$ cat config.mk
export PLATFORM = sky130hd
export DESIGN_NAME = rls_status
export DESIGN_NICKNAME = d
export VERILOG_FILES = /design/src/hw/rls_pkg.sv /design/src/hw/rls_status.sv
export SDC_FILE = /design/constraint.sdc
export NUM_CORES = 1
export LEC_CHECK = 0
export BUFFER_PORTS_ARGS = -buffer_cell sky130_fd_sc_hd__buf_2
export CORE_AREA = 2 2 216 218
export DETAILED_ROUTE_END_ITERATION = 8
export DIE_AREA = 0 0 218 220
export PLACE_DENSITY = 0.4
export SETUP_SLACK_MARGIN = 0.02
export SLEW_MARGIN = 15
export SYNTH_ARGS = -nofsm -noshare
export SYNTH_HDL_FRONTEND = slang
export SYNTH_SLANG_ARGS = --single-unit
$ cat constraint.sdc
create_clock -name MCLK -period 7.45 [get_ports MCLK]
set_input_delay 0.3725 -clock MCLK [delete_from_list [all_inputs] [get_ports MCLK]]
set_output_delay 0.3725 -clock MCLK [all_outputs]
set_load 0.1 [all_outputs]
$ cat src/hw/rls_pkg.sv
/*
 * Shared types and constants for the receive lane and frame status block.
 * Assumes one receive clock domain; all producers sit on that clock.
 */
`default_nettype none
package rls_pkg;
    localparam int LANES = 20;
    localparam int LANE_W = 5;
    localparam int CNT_W = 3;
    localparam int MAXLEN_W = 15;
    localparam int LEN_W = 16;
    localparam int BYTES_W = 7;
    localparam int FCS_W = 32;
    localparam int SLOTS = 4;

    localparam logic [LANE_W-1:0] LANE_NUM_RST = 5'h00;
    localparam logic [LANES-1:0] LANE_BITS_RST = 20'h00000;
    localparam logic [CNT_W-1:0] CNT_RST = 3'h0;
    localparam logic [LEN_W-1:0] LEN_RST = 16'h0000;
    localparam logic [LEN_W-1:0] LEN_SAT = 16'hFFFF;

    typedef logic [CNT_W-1:0] rls_cnt_t;
    typedef logic [LEN_W-1:0] rls_len_t;
    typedef logic [LANE_W-1:0] rls_lane_t;

    // One packet end seen by the checksum unit in a cycle
    typedef struct packed {
        logic done;
        logic [FCS_W-1:0] fcs_rx;
        logic [FCS_W-1:0] fcs_calc;
    } rls_end_s;

    // Byte stream framing of the packet currently in flight
    typedef struct packed {
        logic valid;
        logic sop;
        logic eop;
        logic [BYTES_W-1:0] bytes;
    } rls_beat_s;
endpackage
`default_nettype wire

$ cat src/hw/rls_status.sv
/*
 * Receive status outputs: lane numbering, demux flags, checksum counts,
 * truncation pulse and internal local fault.
 * Assumes all inputs come from logic on MCLK, so none is synchronised.
 */
`timescale 1ns/10ps
`default_nettype none
// Contract
// - Each physical lane reports the 5-bit logical lane it carries.
// - Lane number means something only while that lane's sync bit is set.
// - 20-bit level flags lanes found and demultiplexed.
// - 3-bit bad checksum count pulses per cycle, stomped ones excluded.
// - Stomped means received checksum is the complement of the computed one.
// - 3-bit stomped checksum count pulses; nonzero gives the packet count.
// - Packet longer than the 15-bit maximum is truncated with one pulse.
// - Local fault level while test pattern, bad alignment or high BER.
// - Pulses may come back to back; no gaps inserted.
module rls_status #(
    parameter int SLOTS = rls_pkg::SLOTS
) (
    input wire logic MCLK,
    input wire logic SRST,
    input wire logic [rls_pkg::LANES-1:0] LANE_SYNC,
    input wire logic [rls_pkg::LANES-1:0][rls_pkg::LANE_W-1:0] LANE_NUM_IN,
    input wire logic [rls_pkg::LANES-1:0] LANE_DEMUX_IN,
    input wire rls_pkg::rls_end_s [SLOTS-1:0] RX_END,
    input wire rls_pkg::rls_beat_s RX_BEAT,
    input wire logic [rls_pkg::MAXLEN_W-1:0] MAX_PKT_LEN,
    input wire logic TEST_PATTERN_EN,
    input wire logic LANES_ALIGNED,
    input wire logic HI_BER,
    output logic [rls_pkg::LANES-1:0][rls_pkg::LANE_W-1:0] PCSL_NUMBER,
    output logic [rls_pkg::LANES-1:0] PCSL_DEMUXED,
    output logic [rls_pkg::CNT_W-1:0] BAD_FCS,
    output logic [rls_pkg::CNT_W-1:0] STOMPED_FCS,
    output logic TRUNCATED,
    output logic TRUNC_ACTIVE,
    output logic INT_LOCAL_FAULT
);
    function automatic logic is_stomped(input rls_pkg::rls_end_s e);
        is_stomped = e.done && (e.fcs_rx == ~e.fcs_calc);
    endfunction

    function automatic logic is_bad(input rls_pkg::rls_end_s e);
        is_bad = e.done && (e.fcs_rx != e.fcs_calc) && !is_stomped(e);
    endfunction

    // Lane numbering and demux flags
    logic [rls_pkg::LANES-1:0][rls_pkg::LANE_W-1:0] num_q, num_d;
    logic [rls_pkg::LANES-1:0] demux_q, demux_d;

    genvar g;
    generate
        for (g = 0; g < rls_pkg::LANES; g++) begin : g_lane
            // A stale number is masked so a consumer ignoring sync still sees zero
            assign num_d[g] = LANE_SYNC[g] ? LANE_NUM_IN[g] : rls_pkg::LANE_NUM_RST;
        end
    endgenerate

    always_comb begin
        demux_d = LANE_DEMUX_IN;
    end

    always_ff @(posedge MCLK) begin
        if (SRST) begin
            num_q <= {rls_pkg::LANES{rls_pkg::LANE_NUM_RST}};
            demux_q <= rls_pkg::LANE_BITS_RST;
        end else begin
            num_q <= num_d;
            demux_q <= demux_d;
        end
    end

    // Checksum classification, one count per cycle with no holdover
    rls_pkg::rls_cnt_t bad_q, bad_d, stomp_q, stomp_d;
    logic [SLOTS-1:0] bad_v, stomp_v;

    always_comb begin
        for (int i = 0; i < SLOTS; i++) begin
            stomp_v[i] = is_stomped(RX_END[i]);
            bad_v[i] = is_bad(RX_END[i]);
        end
        bad_d = rls_pkg::rls_cnt_t'($countones(bad_v));
        stomp_d = rls_pkg::rls_cnt_t'($countones(stomp_v));
    end

    always_ff @(posedge MCLK) begin
        if (SRST) begin
            bad_q <= rls_pkg::CNT_RST;
            stomp_q <= rls_pkg::CNT_RST;
        end else begin
            bad_q <= bad_d;
            stomp_q <= stomp_d;
        end
    end

    // Length tracking and truncation
    rls_pkg::rls_len_t len_q, len_d;
    logic trunc_q, trunc_d, tpulse_q, tpulse_d;
    logic [rls_pkg::LEN_W:0] len_sum;
    logic over;

    always_comb begin
        len_sum = {1'b0, (RX_BEAT.sop ? rls_pkg::LEN_RST : len_q)} + {10'h000, RX_BEAT.bytes};
        over = RX_BEAT.valid && (len_sum > {2'h0, MAX_PKT_LEN}) && (RX_BEAT.sop || !trunc_q);
        len_d = len_q;
        trunc_d = trunc_q;
        tpulse_d = over;
        if (RX_BEAT.valid) begin
            // Saturate so a runaway packet cannot wrap back under the limit
            len_d = len_sum[rls_pkg::LEN_W] ? rls_pkg::LEN_SAT : len_sum[rls_pkg::LEN_W-1:0];
            if (RX_BEAT.sop) begin
                trunc_d = 1'b0;
            end
            if (over) begin
                trunc_d = 1'b1;
            end
            if (RX_BEAT.eop) begin
                len_d = rls_pkg::LEN_RST;
                trunc_d = 1'b0;
            end
        end
    end

    always_ff @(posedge MCLK) begin
        if (SRST) begin
            len_q <= rls_pkg::LEN_RST;
            trunc_q <= 1'b0;
            tpulse_q <= 1'b0;
        end else begin
            len_q <= len_d;
            trunc_q <= trunc_d;
            tpulse_q <= tpulse_d;
        end
    end

    // Internal local fault level
    logic fault_q, fault_d;

    always_comb begin
        fault_d = TEST_PATTERN_EN || !LANES_ALIGNED || HI_BER;
    end

    always_ff @(posedge MCLK) begin
        if (SRST) begin
            fault_q <= 1'b0;
        end else begin
            fault_q <= fault_d;
        end
    end

    assign PCSL_NUMBER = num_q;
    assign PCSL_DEMUXED = demux_q;
    assign BAD_FCS = bad_q;
    assign STOMPED_FCS = stomp_q;
    assign TRUNCATED = tpulse_q;
    assign TRUNC_ACTIVE = trunc_q;
    assign INT_LOCAL_FAULT = fault_q;
endmodule
`default_nettype wire

; Word level (Yosys, flattened, before mapping)
; Cells that the tools add are included.
[op_classes]
addsub = 7
multipliers = 0
div_mod_pow = 0
order_cmp = 1
eq_ne = 8
n_shift = 0
n_mux = 6
bitwise_logic = 24
n_reduce_logical = 45
[op_table]
columns = cell, count
row1 = $eq A32 B32 Y1, 4
row2 = $ne A32 B32 Y1, 4
row3 = $not A32 Y32, 4
row4 = $mux W16, 3
row5 = $reduce_or A2 Y1, 20
row6 = $not A1 Y1, 20
row7 = $add A16 B7 Y17, 1
row8 = $gt A17 B15 Y1, 1
row9 = $logic_and A1 B1 Y1, 14
row10 = $add A1 B1 Y2, 4
row11 = $add A2 B2 Y3, 2
row12 = $logic_not A1 Y1, 6
row13 = $logic_or A1 B1 Y1, 3
row14 = $mux W1, 3
row15 = $reduce_bool A3 Y1, 1
row16 = $reduce_and A2 Y1, 1
[word_totals]
regBits = 145
latch_bits = 0
ramBits = 0
rom_bits = 0
inputBits = 430
out_inout_bits = 129
word_cells = 118
n_memories = 0

; Logic depth before layout (Yosys ltp)
; Gate-level depths: netlist of run 1.
[depth]
word_depth = 7
depth_mapped = 16

; Least setup slack after synthesis of run 1
; No wires, ideal clock.
[synth_path]
path_type = in2reg
startpoint = input port RX_BEAT[8] (netlist name)
endpoint = register trunc_q, in the netlist TRUNC_ACTIVE
setup_time_ps = 74
arrival_ps = 3618
required_ps = 7376
setup_slack_ps = 3758
cell_stages = 15
path_buffers = 2
cell_sequence = buf_2 > clkbuf_1 > nor2b_1 > ha_1 > fa_1 > a211o_1 > a211oi_4 > nor2_1 > xnor2_1 > ha_1 > nand2_1 > nor4_1 > o31ai_1 > a211o_1 > o21ai_0
[synth_via]
elab_chain_cells = 7
[synth_lines]
columns = element, line_no
row1 = from (decl), rls_status.sv:27  ; input wire rls_pkg::rls_beat_s RX_BEAT,
row2 = $mux W16, rls_status.sv:104  ; len_sum = {1'b0, (RX_BEAT.sop ? rls_pkg::LEN_RST : len_q)} + {10'h000, RX_BEAT.bytes};
row3 = $add A16 B7 Y17, rls_status.sv:104
row4 = $gt A17 B15 Y1, rls_status.sv:105  ; over = RX_BEAT.valid && (len_sum > {2'h0, MAX_PKT_LEN}) && (RX_BEAT.sop || !trunc_q);
row5 = $logic_and A1 B1 Y1 (2 in a row), rls_status.sv:105
row6 = $reduce_bool A3 Y1 (no line) / $mux W1 (equally long branches), n/a
row7 = $reduce_and A2 Y1 (no line) / $mux W1 (equally long branches), n/a
row8 = to (signal assigned), rls_status.sv:132  ; trunc_q <= trunc_d;
row9 = to (decl), rls_status.sv:99  ; logic trunc_q, trunc_d, tpulse_q, tpulse_d;
; Several ways; a longest one is shown, not always the timed one.
; A chain may end at the register's enable or synchronous reset.

; Final worst setup path of run 1
[layout_path]
startpoint = register len_q[0]
endpoint = register trunc_q, in the netlist TRUNC_ACTIVE
[layout_via]
elab_chain_cells = 7
[layout_lines]
columns = element, line_no
row1 = from (decl), rls_status.sv:98  ; rls_pkg::rls_len_t len_q, len_d;
row2 = from (signal assigned), rls_status.sv:127  ; len_q <= rls_pkg::LEN_RST;
row3 = from (signal assigned), rls_status.sv:131  ; len_q <= len_d;
row4 = $mux W16 (*), rls_status.sv:104
row5 = $add A16 B7 Y17 (*), rls_status.sv:104
row6 = $gt A17 B15 Y1 (*), rls_status.sv:105
row7 = $logic_and A1 B1 Y1 (*) (2 in a row), rls_status.sv:105
row8 = $reduce_bool A3 Y1 (no line) / $mux W1 (equally long branches), n/a
row9 = $reduce_and A2 Y1 (no line) / $mux W1 (equally long branches), n/a
; Every way passes the cells marked *; elsewhere a longest branch is shown, timed or not.

==> results of run 1 <==
-- metal layers --
metal,share of wire,routed length [um]
met1,0.33,11630
met2,0.55,19020
met3,0.080,2780
met4,0.036,1260
met5,0.0039,136
-- worst paths after layout --
| path | from | endpoint | cells past startpoint | slack [ns] |
|---|---|---|---|---|
| hold / removal | LANE_NUM_IN[30] | PCSL_NUMBER[30] | 2 | 0.1 |
| setup reg to reg | len_q[0] | TRUNC_ACTIVE | 13 | 3.90 |
| setup / recovery | len_q[0] | TRUNC_ACTIVE | 13 | 3.90 |
| hold reg to reg | len_q[6] | len_q[6] | 2 | 0.43 |
-- power by group --
part / internal, mW / total (mW) / switching [mW]
registers: 0.806 / 0.814 / 0.00814
clock network: 0.445 / 0.840 / 0.395
logic: 0.174 / 0.564 / 0.391
-- cells in the final DEF (no fill, tap or decap), types with 3 or more instances in the layout --
master | Yosys | layout
or3_1 | 4 | 4
clkinvlp_4 | 0 | 3
nor3_1 | 3 | 3
nand3_1 | 10 | 10
clkbuf_16 | 0 | 17
nand2_1 | 30 | 30
and2_1 | 103 | 103
a21o_1 | 4 | 4
a21oi_1 | 14 | 14
buf_4 | 1 | 3
inv_6 | 0 | 6
dfxtp_1 | 145 | 145
xor2_1 | 99 | 99
nor4_1 | 42 | 42
a31oi_1 | 7 | 7
o211ai_1 | 3 | 3
a211o_1 | 3 | 3
and3_1 | 6 | 6
fa_1 | 3 | 3
a41oi_1 | 3 | 3
nand2b_1 | 4 | 4
nor2b_1 | 57 | 57
o21ai_0 | 15 | 15
and3b_1 | 3 | 3
nor2_1 | 14 | 14
ha_1 | 26 | 26
xnor2_1 | 41 | 41
diode_2 | 0 | 11
nand4_1 | 39 | 39
buf_2 | 2 | 558
inv_1 | 22 | 22
o31a_1 | 3 | 3
-- cells by family (layout without fill, tap and decap cells) --
| group | after synthesis | after routing | share of synthesized area |
|---|---|---|---|
| AO/OA/AOI/OAI | 75 | 75 | 0.07429 |
| buffers and inverters | 36 | 615 | 0.01994 |
| XOR/XNOR | 140 | 140 | 0.1729 |
| adder cells (fa/ha/maj) | 29 | 29 | 0.05435 |
| other | 0 | 11 | 0 |
| AND/OR/NAND/NOR | 322 | 322 | 0.2691 |
| flip-flops | 145 | 145 | 0.4094 |
-- through the flow --
step / cells / power (mW) / worst slack [ns]
after CTS: 1933 / 2.274 / 3.867
final: 1944 / 2.219 / 3.899
after detailed placement: 1901 / 1.402 / 3.486
after floorplan: 747 / 1.183 / 3.758
after global placement: 1901 / 1.401 / 3.498
after global routing: 1941 / 2.324 / 3.622
-- critical path, delay by kind of cell (launching register included) --
kind,cells,cell delay (ns)
AO/OA/AOI/OAI,5,1.37
AND/OR/NAND/NOR,4,0.71
XOR/XNOR,1,0.16
flip-flops,1,0.31
adder cells (fa/ha/maj),3,0.94
-- state kept, by name (all words and copies together) (netlist names) --
signal / flops
PCSL_DEMUXED: 20
BAD_FCS: 3
INT_LOCAL_FAULT: 1
TRUNCATED: 1
STOMPED_FCS: 3
TRUNC_ACTIVE: 1
len_q: 16
PCSL_NUMBER: 100
-- final cells by class --
type / count / area share
clock inverter: 13 / 0.01029
multi-input combinational: 566 / 0.3615
clock buffer: 19 / 0.03958
sequential: 145 / 0.2594
timing repair buffer: 561 / 0.2515
tap: 607 / 0.06786
antenna: 11 / 0.002459
inverter: 22 / 0.007378
==> implementation parameters, run 1 <==
Parameter                              Value

STA
  Share of the clock period used by the worst path after layout ... 0.4766
  Setup violations, final ... 0
  Worst-margin pin slew ... 0.9790 ns
  Skew final ... roughly 0.0073 ns
  Max-slew violation count ... 0
  Fin. Hold Viols ... 0
  Shortest period the worst path allows ... 3.551 ns
  Highest clock frequency the design can meet ... around 0.28 GHz
  Setup repair after global routing missed its margin ... no
  Fin Setup TNS ... 0 ns
  Worst slew margin ... 0.3460
  Final-layout worst hold slack ... between 0.09 and 0.1 ns

Worst setup path
  Crit path largest cell delay ... approximately 0.44 ns
  Worst setup path category ... reg -> reg
  Critical path, cell by cell ... nor2b_1, ha_1, fa_1, a211o_1, a211oi_4, nor2_1, xnor2_1, ha_1, nand2_1, nor4_1, o31ai_1, a211o_1, o21ai_0
  Type of destination of the critical path ... flop
  Crit-path max FO ... 8
  CP Data Required Time ... ~8 ns
  Startpoint Class ... flop
  Max stage delay cell, worst path ... a211oi_4
  Data arrival, critical path ... between 3 and 4 ns

Clocking
  Number of hold-repair buffers added at the cts stage ... 0
  Level count of the clock H-tree ... 4
  Count of buffers added by post-CTS timing repair for setup ... 0
  Clock transition at the registers of the reported paths ... approximately 0.07 ns
  Clock Tree Buf Depth ... 2
  CTS tree ... yes
  Number of buffers inserted during clock tree synthesis ... 17
  Post_cts resized ... 0
  Clock tree root driver cell ... clkbuf_16
  Worst-skew pair later-pin latency ... between 0.4 and 0.5 ns
  Sink count of the clock tree ... ~150

Yosys
  Area of the mapped netlist ... slightly above 7000 um2
  Post-synth cell types ... 54
  Area leader, netlist ... dfxtp_1
  Syn avg cell area ... between 9 and 10 um2
  Syn nets ... between 1k and 1.5k
  Main flop type after synthesis ... dfxtp_1
  Top cells by instance count after synthesis ... dfxtp_1 (145), and2_1 (103), xor2_1 (99), nor2b_1 (57), nor4_1 (42)
  Ranking of synthesized cells by area ... dfxtp_1 (41%), xor2_1 (12%), and2_1 (9.1%), xnor2_1 (5.1%), nor2b_1 (5.0%)
  Most frequent cell after synthesis ... dfxtp_1
  Fraction of post-synthesis cell area in the top cell type by area ... 0.4094
  Total of warnings raised by yosys ... 0
  Fraction of synthesis flops using an asynchronous set or reset pin ... 0
  Share of the yosys chip area belonging to registers ... 0.4094
  Number of enable flip-flop cells after synthesis ... 0
  Synth Instances ... about 750
  Flip-flop and latch count after synthesis ... between 100 and 150

Place
  Area after DPL ... ~11,000 um2
  Half-perimeter wire length after placement ... between 30,000 and 40,000 um
  Port buffer count ... 558
  Final RePlAce weighted congestion ... about 0.86

Routing
  Via/cell ratio ... ~3.9
  Routed wire length ... ~35,000 um
  Number of nets with antenna violations after routing ... 0
  Via total after detailed routing ... between 7k and 8k
  Average wire length per cell after detail routing ... ~18 um
  Pre-antenna DRT Iters ... 4
  Violation count after the first detailed-routing iteration ... 240
  Drc violations ... 0

Global routing
  GRT Max-Usage Layer ... met2
  Global-route usage over all layers ... 0.1384
  Met2 usage ... 0.2616
  Aggregate global routing overflow ... 0
  Vias in the first global route ... ~7.6k
  Initial antenna violation count ... 23
  Largest net degree at the start of global routing ... 33
  Met3 capacity usage during global routing ... 0.05148
  Met1 track demand over resource in global routing ... 0.1278
  First-pass GRT wire length ... between 40,000 and 50,000 um

Worst hold path
  Hold Crit Class ... in -> reg

Finish
  Total area of sequential cells ... 2903 um2
  Final #Nets ... between 1.5k and 2k
  Filler cell count in the final layout ... a little over 5k
  Area used by multi-input combinational logic ... between 4000 and 5000 um2
  Share of cells above drive strength 1 ... 0.4517
  Area growth from synthesis to layout ... 57.84%
  Post-route design area ... about 11,000 um2
  Fraction of the core area covered by cells at the end of the flow ... 0.2440

Die
  Die H ... 220 um
  Total Die Area ... 47,960 um2
  Die extent in x ... between 200 and 250 um
  Initial core utilization ... 0.1546
  Boundary pin count ... between 500 and 600
  Area inside the core boundary ... roughly 46,000 um2
  Rows ... approximately 80

Run
  Number of maximum-capacitance violations ... 0

Power
  Leakage Power ... 5.469 nW
  Max rail drop VDD ... around 0.19 mV
  Power per unit of standard cell area ... about 200 nW/um2

Run status
  Status ... complete, no violations
Power figures use the tool's default switching activity.
==> inputs of run 2 (changes only) <==
--- a/config.mk
+++ b/config.mk
@@ -9,7 +9,7 @@
 export CORE_AREA = 2 2 216 218
 export DETAILED_ROUTE_END_ITERATION = 8
 export DIE_AREA = 0 0 218 220
-export PLACE_DENSITY = 0.4
+export PLACE_DENSITY = 0.41
 export SETUP_SLACK_MARGIN = 0.02
 export SLEW_MARGIN = 15
 export SYNTH_ARGS = -nofsm -noshare
==> constraint.sdc (replaced) <==
create_clock -name MCLK -period 2.9 [get_ports MCLK]
set_input_delay 0.145 -clock MCLK [delete_from_list [all_inputs] [get_ports MCLK]]
set_output_delay 0.145 -clock MCLK [all_outputs]
set_load 0.1 [all_outputs]
==> run 2 against run 1 <==
The flow now finishes with violations (setup timing); first-iteration DRC count up 10%; largest power group unchanged; via count up 7.1%; critical path depth unchanged; worst setup slack worse by 4.2 ns.
==> implementation parameters, run 2 (synthesized netlist as in run 1, its figures left out) <==
Parameter                              Value

Run status
  Status ... complete, but fails checks (was complete, no violations)
  Violated checks ... setup timing

Power
  Power per unit of standard cell area ... 465.9 nW/um2 (was 198.2 nW/um2)
  Max rail drop VDD ... 0.3820 mV (was 0.1943 mV)
  Leakage Power ... 6.248 nW (was 5.469 nW)

Finish
  Max FFs per register ... 100 (unchanged)
  Final #Nets ... 1,937 (was 1,772)
  Share of cells above drive strength 1 ... 0.4480 (was 0.4517)
  Area growth from synthesis to layout ... 82.53% (was 57.84%)
  Commonest non-fill, non-tap cell in the layout ... buf_2 (unchanged)
  Top library cells by usage in the layout, fill and taps aside ... buf_2 (558), dfxtp_1 (143), dlygate4sd3_1 (123), and2_1 (103), xor2_1 (99) (was buf_2 (558), dfxtp_1 (145), and2_1 (103), xor2_1 (99), nor2b_1 (57))
  Filler cell count in the final layout ... 5,020 (was 5,121)

STA
  Worst slew margin ... 0.4665 (was 0.3460)
  Fin Setup TNS ... -0.4926 ns (was 0 ns)
  Share of the clock period used by the worst path after layout ... 1.092 (was 0.4766)
  Setup repair after global routing missed its margin ... yes (was no)
  Setup violations, final ... 2 (was 0)
  Post-route worst setup slack ... -0.2654 ns (was 3.899 ns)
  Shortest period the worst path allows ... 3.165 ns (was 3.551 ns)
  Final-layout worst hold slack ... 0.05466 ns (was 0.09973 ns)
  Worst-margin pin slew ... 0.7973 ns (was 0.9790 ns)
  Highest clock frequency the design can meet ... 0.3159 GHz (was 0.2816 GHz)
  Fin. Hold Viols ... 0 (unchanged)
  Skew final ... 0.009821 ns (was 0.007284 ns)
  Max-slew violation count ... 0 (unchanged)

Place
  Placement Setup Slack ... -0.3229 ns (was 3.486 ns)
  Port buffer count ... 558 (unchanged)
  Half-perimeter wire length after placement ... 31,130 um (was 30,370 um)
  Final RePlAce weighted congestion ... 0.9006 (was 0.8622)

Worst hold path
  Launch point of the worst hold path ... RX_BEAT[9] (was LANE_NUM_IN[30])
  End of the worst hold path ... len_q[14] (was PCSL_NUMBER[30])
  Hold Crit Class ... in -> reg (unchanged)
  Worst hold stages ... 2 (unchanged)

Die
  Die H ... 220 um (unchanged)
  Initial core utilization ... 0.1546 (unchanged)
  Total Die Area ... 47,960 um2 (unchanged)
  Rows ... 79 (unchanged)
  Area inside the core boundary ... 45,860 um2 (unchanged)
  Die extent in x ... 218 um (unchanged)
  Boundary pin count ... 559 (unchanged)

Worst setup path
  Crit-path max FO ... 4 (was 8)
  Data arrival, critical path ... 3.58 ns (was 3.93 ns)
  Worst setup path category ... reg -> reg (unchanged)
  Critical register-to-register path endpoint ... TRUNC_ACTIVE (unchanged)
  Register-to-register setup slack ... -0.27 ns (was 3.90 ns)
  Register-to-Register Path Depth ... 13 (unchanged)
  Startpoint Class ... flop (unchanged)
  CP Data Required Time ... 3.31 ns (was 7.83 ns)
  Worst r2r src ... len_q[0] (unchanged)
  Type of destination of the critical path ... flop (unchanged)

Routing
  Via/cell ratio ... 3.879 (was 3.911)
  Routed wire length ... 36,730 um (was 34,830 um)
  Drc violations ... 0 (unchanged)
  Pre-antenna DRT Iters ... 4 (unchanged)
  Average wire length per cell after detail routing ... 17.49 um (was 17.92 um)
  Violation count after the first detailed-routing iteration ... 264 (was 240)
  Via total after detailed routing ... 8,146 (was 7,603)
  Number of nets with antenna violations after routing ... 0 (unchanged)

Clocking
  Clock Tree Buf Depth ... 2 (unchanged)
  Sink count of the clock tree ... 145 (unchanged)
  Worst-skew pair later-pin latency ... 0.48 ns (was 0.46 ns)
  Clock tree root driver cell ... clkbuf_16 (unchanged)
  Level count of the clock H-tree ... 4 (unchanged)
  Clock transition at the registers of the reported paths ... 0.08 ns (was 0.07 ns)
  Number of buffers inserted during clock tree synthesis ... 17 (unchanged)
  CTS tree ... yes (unchanged)

Global routing
  Met3 capacity usage during global routing ... 0.03451 (was 0.05148)
  GRT Max-Usage Layer ... met2 (unchanged)
  Largest net degree at the start of global routing ... 41 (was 33)
  First-pass GRT wire length ... 50,250 um (was 46,840 um)
  Aggregate global routing overflow ... 0 (unchanged)
  Met1 track demand over resource in global routing ... 0.1442 (was 0.1278)
  Vias in the first global route ... 8,414 (was 7,611)
  Met2 usage ... 0.2825 (was 0.2616)
  Initial antenna violation count ... 8 (was 23)
  Global-route usage over all layers ... 0.1464 (was 0.1384)

Run
  Number of maximum-capacitance violations ... 0 (unchanged)
[run 2: worst max path at each step]
stage | startpoint | end | slack, ns
floorplan | RX_BEAT[8] | TRUNC_ACTIVE | -0.19
global placement | len_q[0] | TRUNC_ACTIVE | -0.27
detailed placement | len_q[0] | TRUNC_ACTIVE | -0.32
CTS | len_q[4] | TRUNC_ACTIVE | -0.31
global route | len_q[1] | TRUNC_ACTIVE | -0.47
finish | len_q[0] | TRUNC_ACTIVE | -0.27
[run 2: timing repair]
action / in CTS / in global routing
buffers inserted: 9 / 3
hold endpoints to repair: 122 / 0
gates cloned: 0 / 0
resized for setup: 7 / 23
pin swaps: 20 / 15
hold buffers: 123 / 0
setup endpoints to repair: 2 / 2
[run 2: through the flow]
| stage | util | cell area, um2 | instances | power (mW) |
|---|---|---|---|---|
| floorplan | - | 7127 | 747 | 3.044 |
| global placement | 0.2368 | 10860 | 1931 | 3.633 |
| detailed placement | 0.2368 | 10860 | 1931 | 3.633 |
| CTS | 0.2793 | 12810 | 2095 | 6.157 |
| global route | 0.2821 | 12940 | 2099 | 6.310 |
| finish | 0.2822 | 12940 | 2100 | 6.030 |
[run 2: layout make-up]
type / instances / area, um2 / share of cell area
Clock inverter: 15 / 181.4 / 0.01402
Timing Repair Buffer: 726 / 4382 / 0.3386
Sequential cell: 145 / 2905 / 0.2245
Antenna cell: 2 / 5.005 / 0.0003867
Tap cell: 607 / 759.5 / 0.05868
Inverter: 22 / 82.58 / 0.006381
Clock buffer: 17 / 425.4 / 0.03287
Multi-Input combinational cell: 566 / 4202 / 0.3246
[run 2: per-layer routing]
layer	up-vias	wire length, um
met5	-	11
li1	4047	-
met2	313	20510
met3	53	1906
met1	3731	13010
met4	2	1297
[run 2: where the power goes]
part,total (mW),switching [mW],internal [mW]
clock network,2.30,1.13,1.17
logic,1.64,1.05,0.586
registers,2.09,0.0210,2.07
total,6.03,2.21,3.82
[run 2: critical path, cell delays in order, from the launching register on]
cell	delay, ns
dfxtp_2	0.32
nor2b_4	0.12
ha_4	0.16
fa_2	0.34
a211o_1	0.36
a211oi_4	0.29
or3_4	0.18
a21oi_2	0.05
ha_1	0.31
nand3_2	0.11
nor4_4	0.29
o31ai_1	0.11
a211o_1	0.32
o21ai_1	0.12
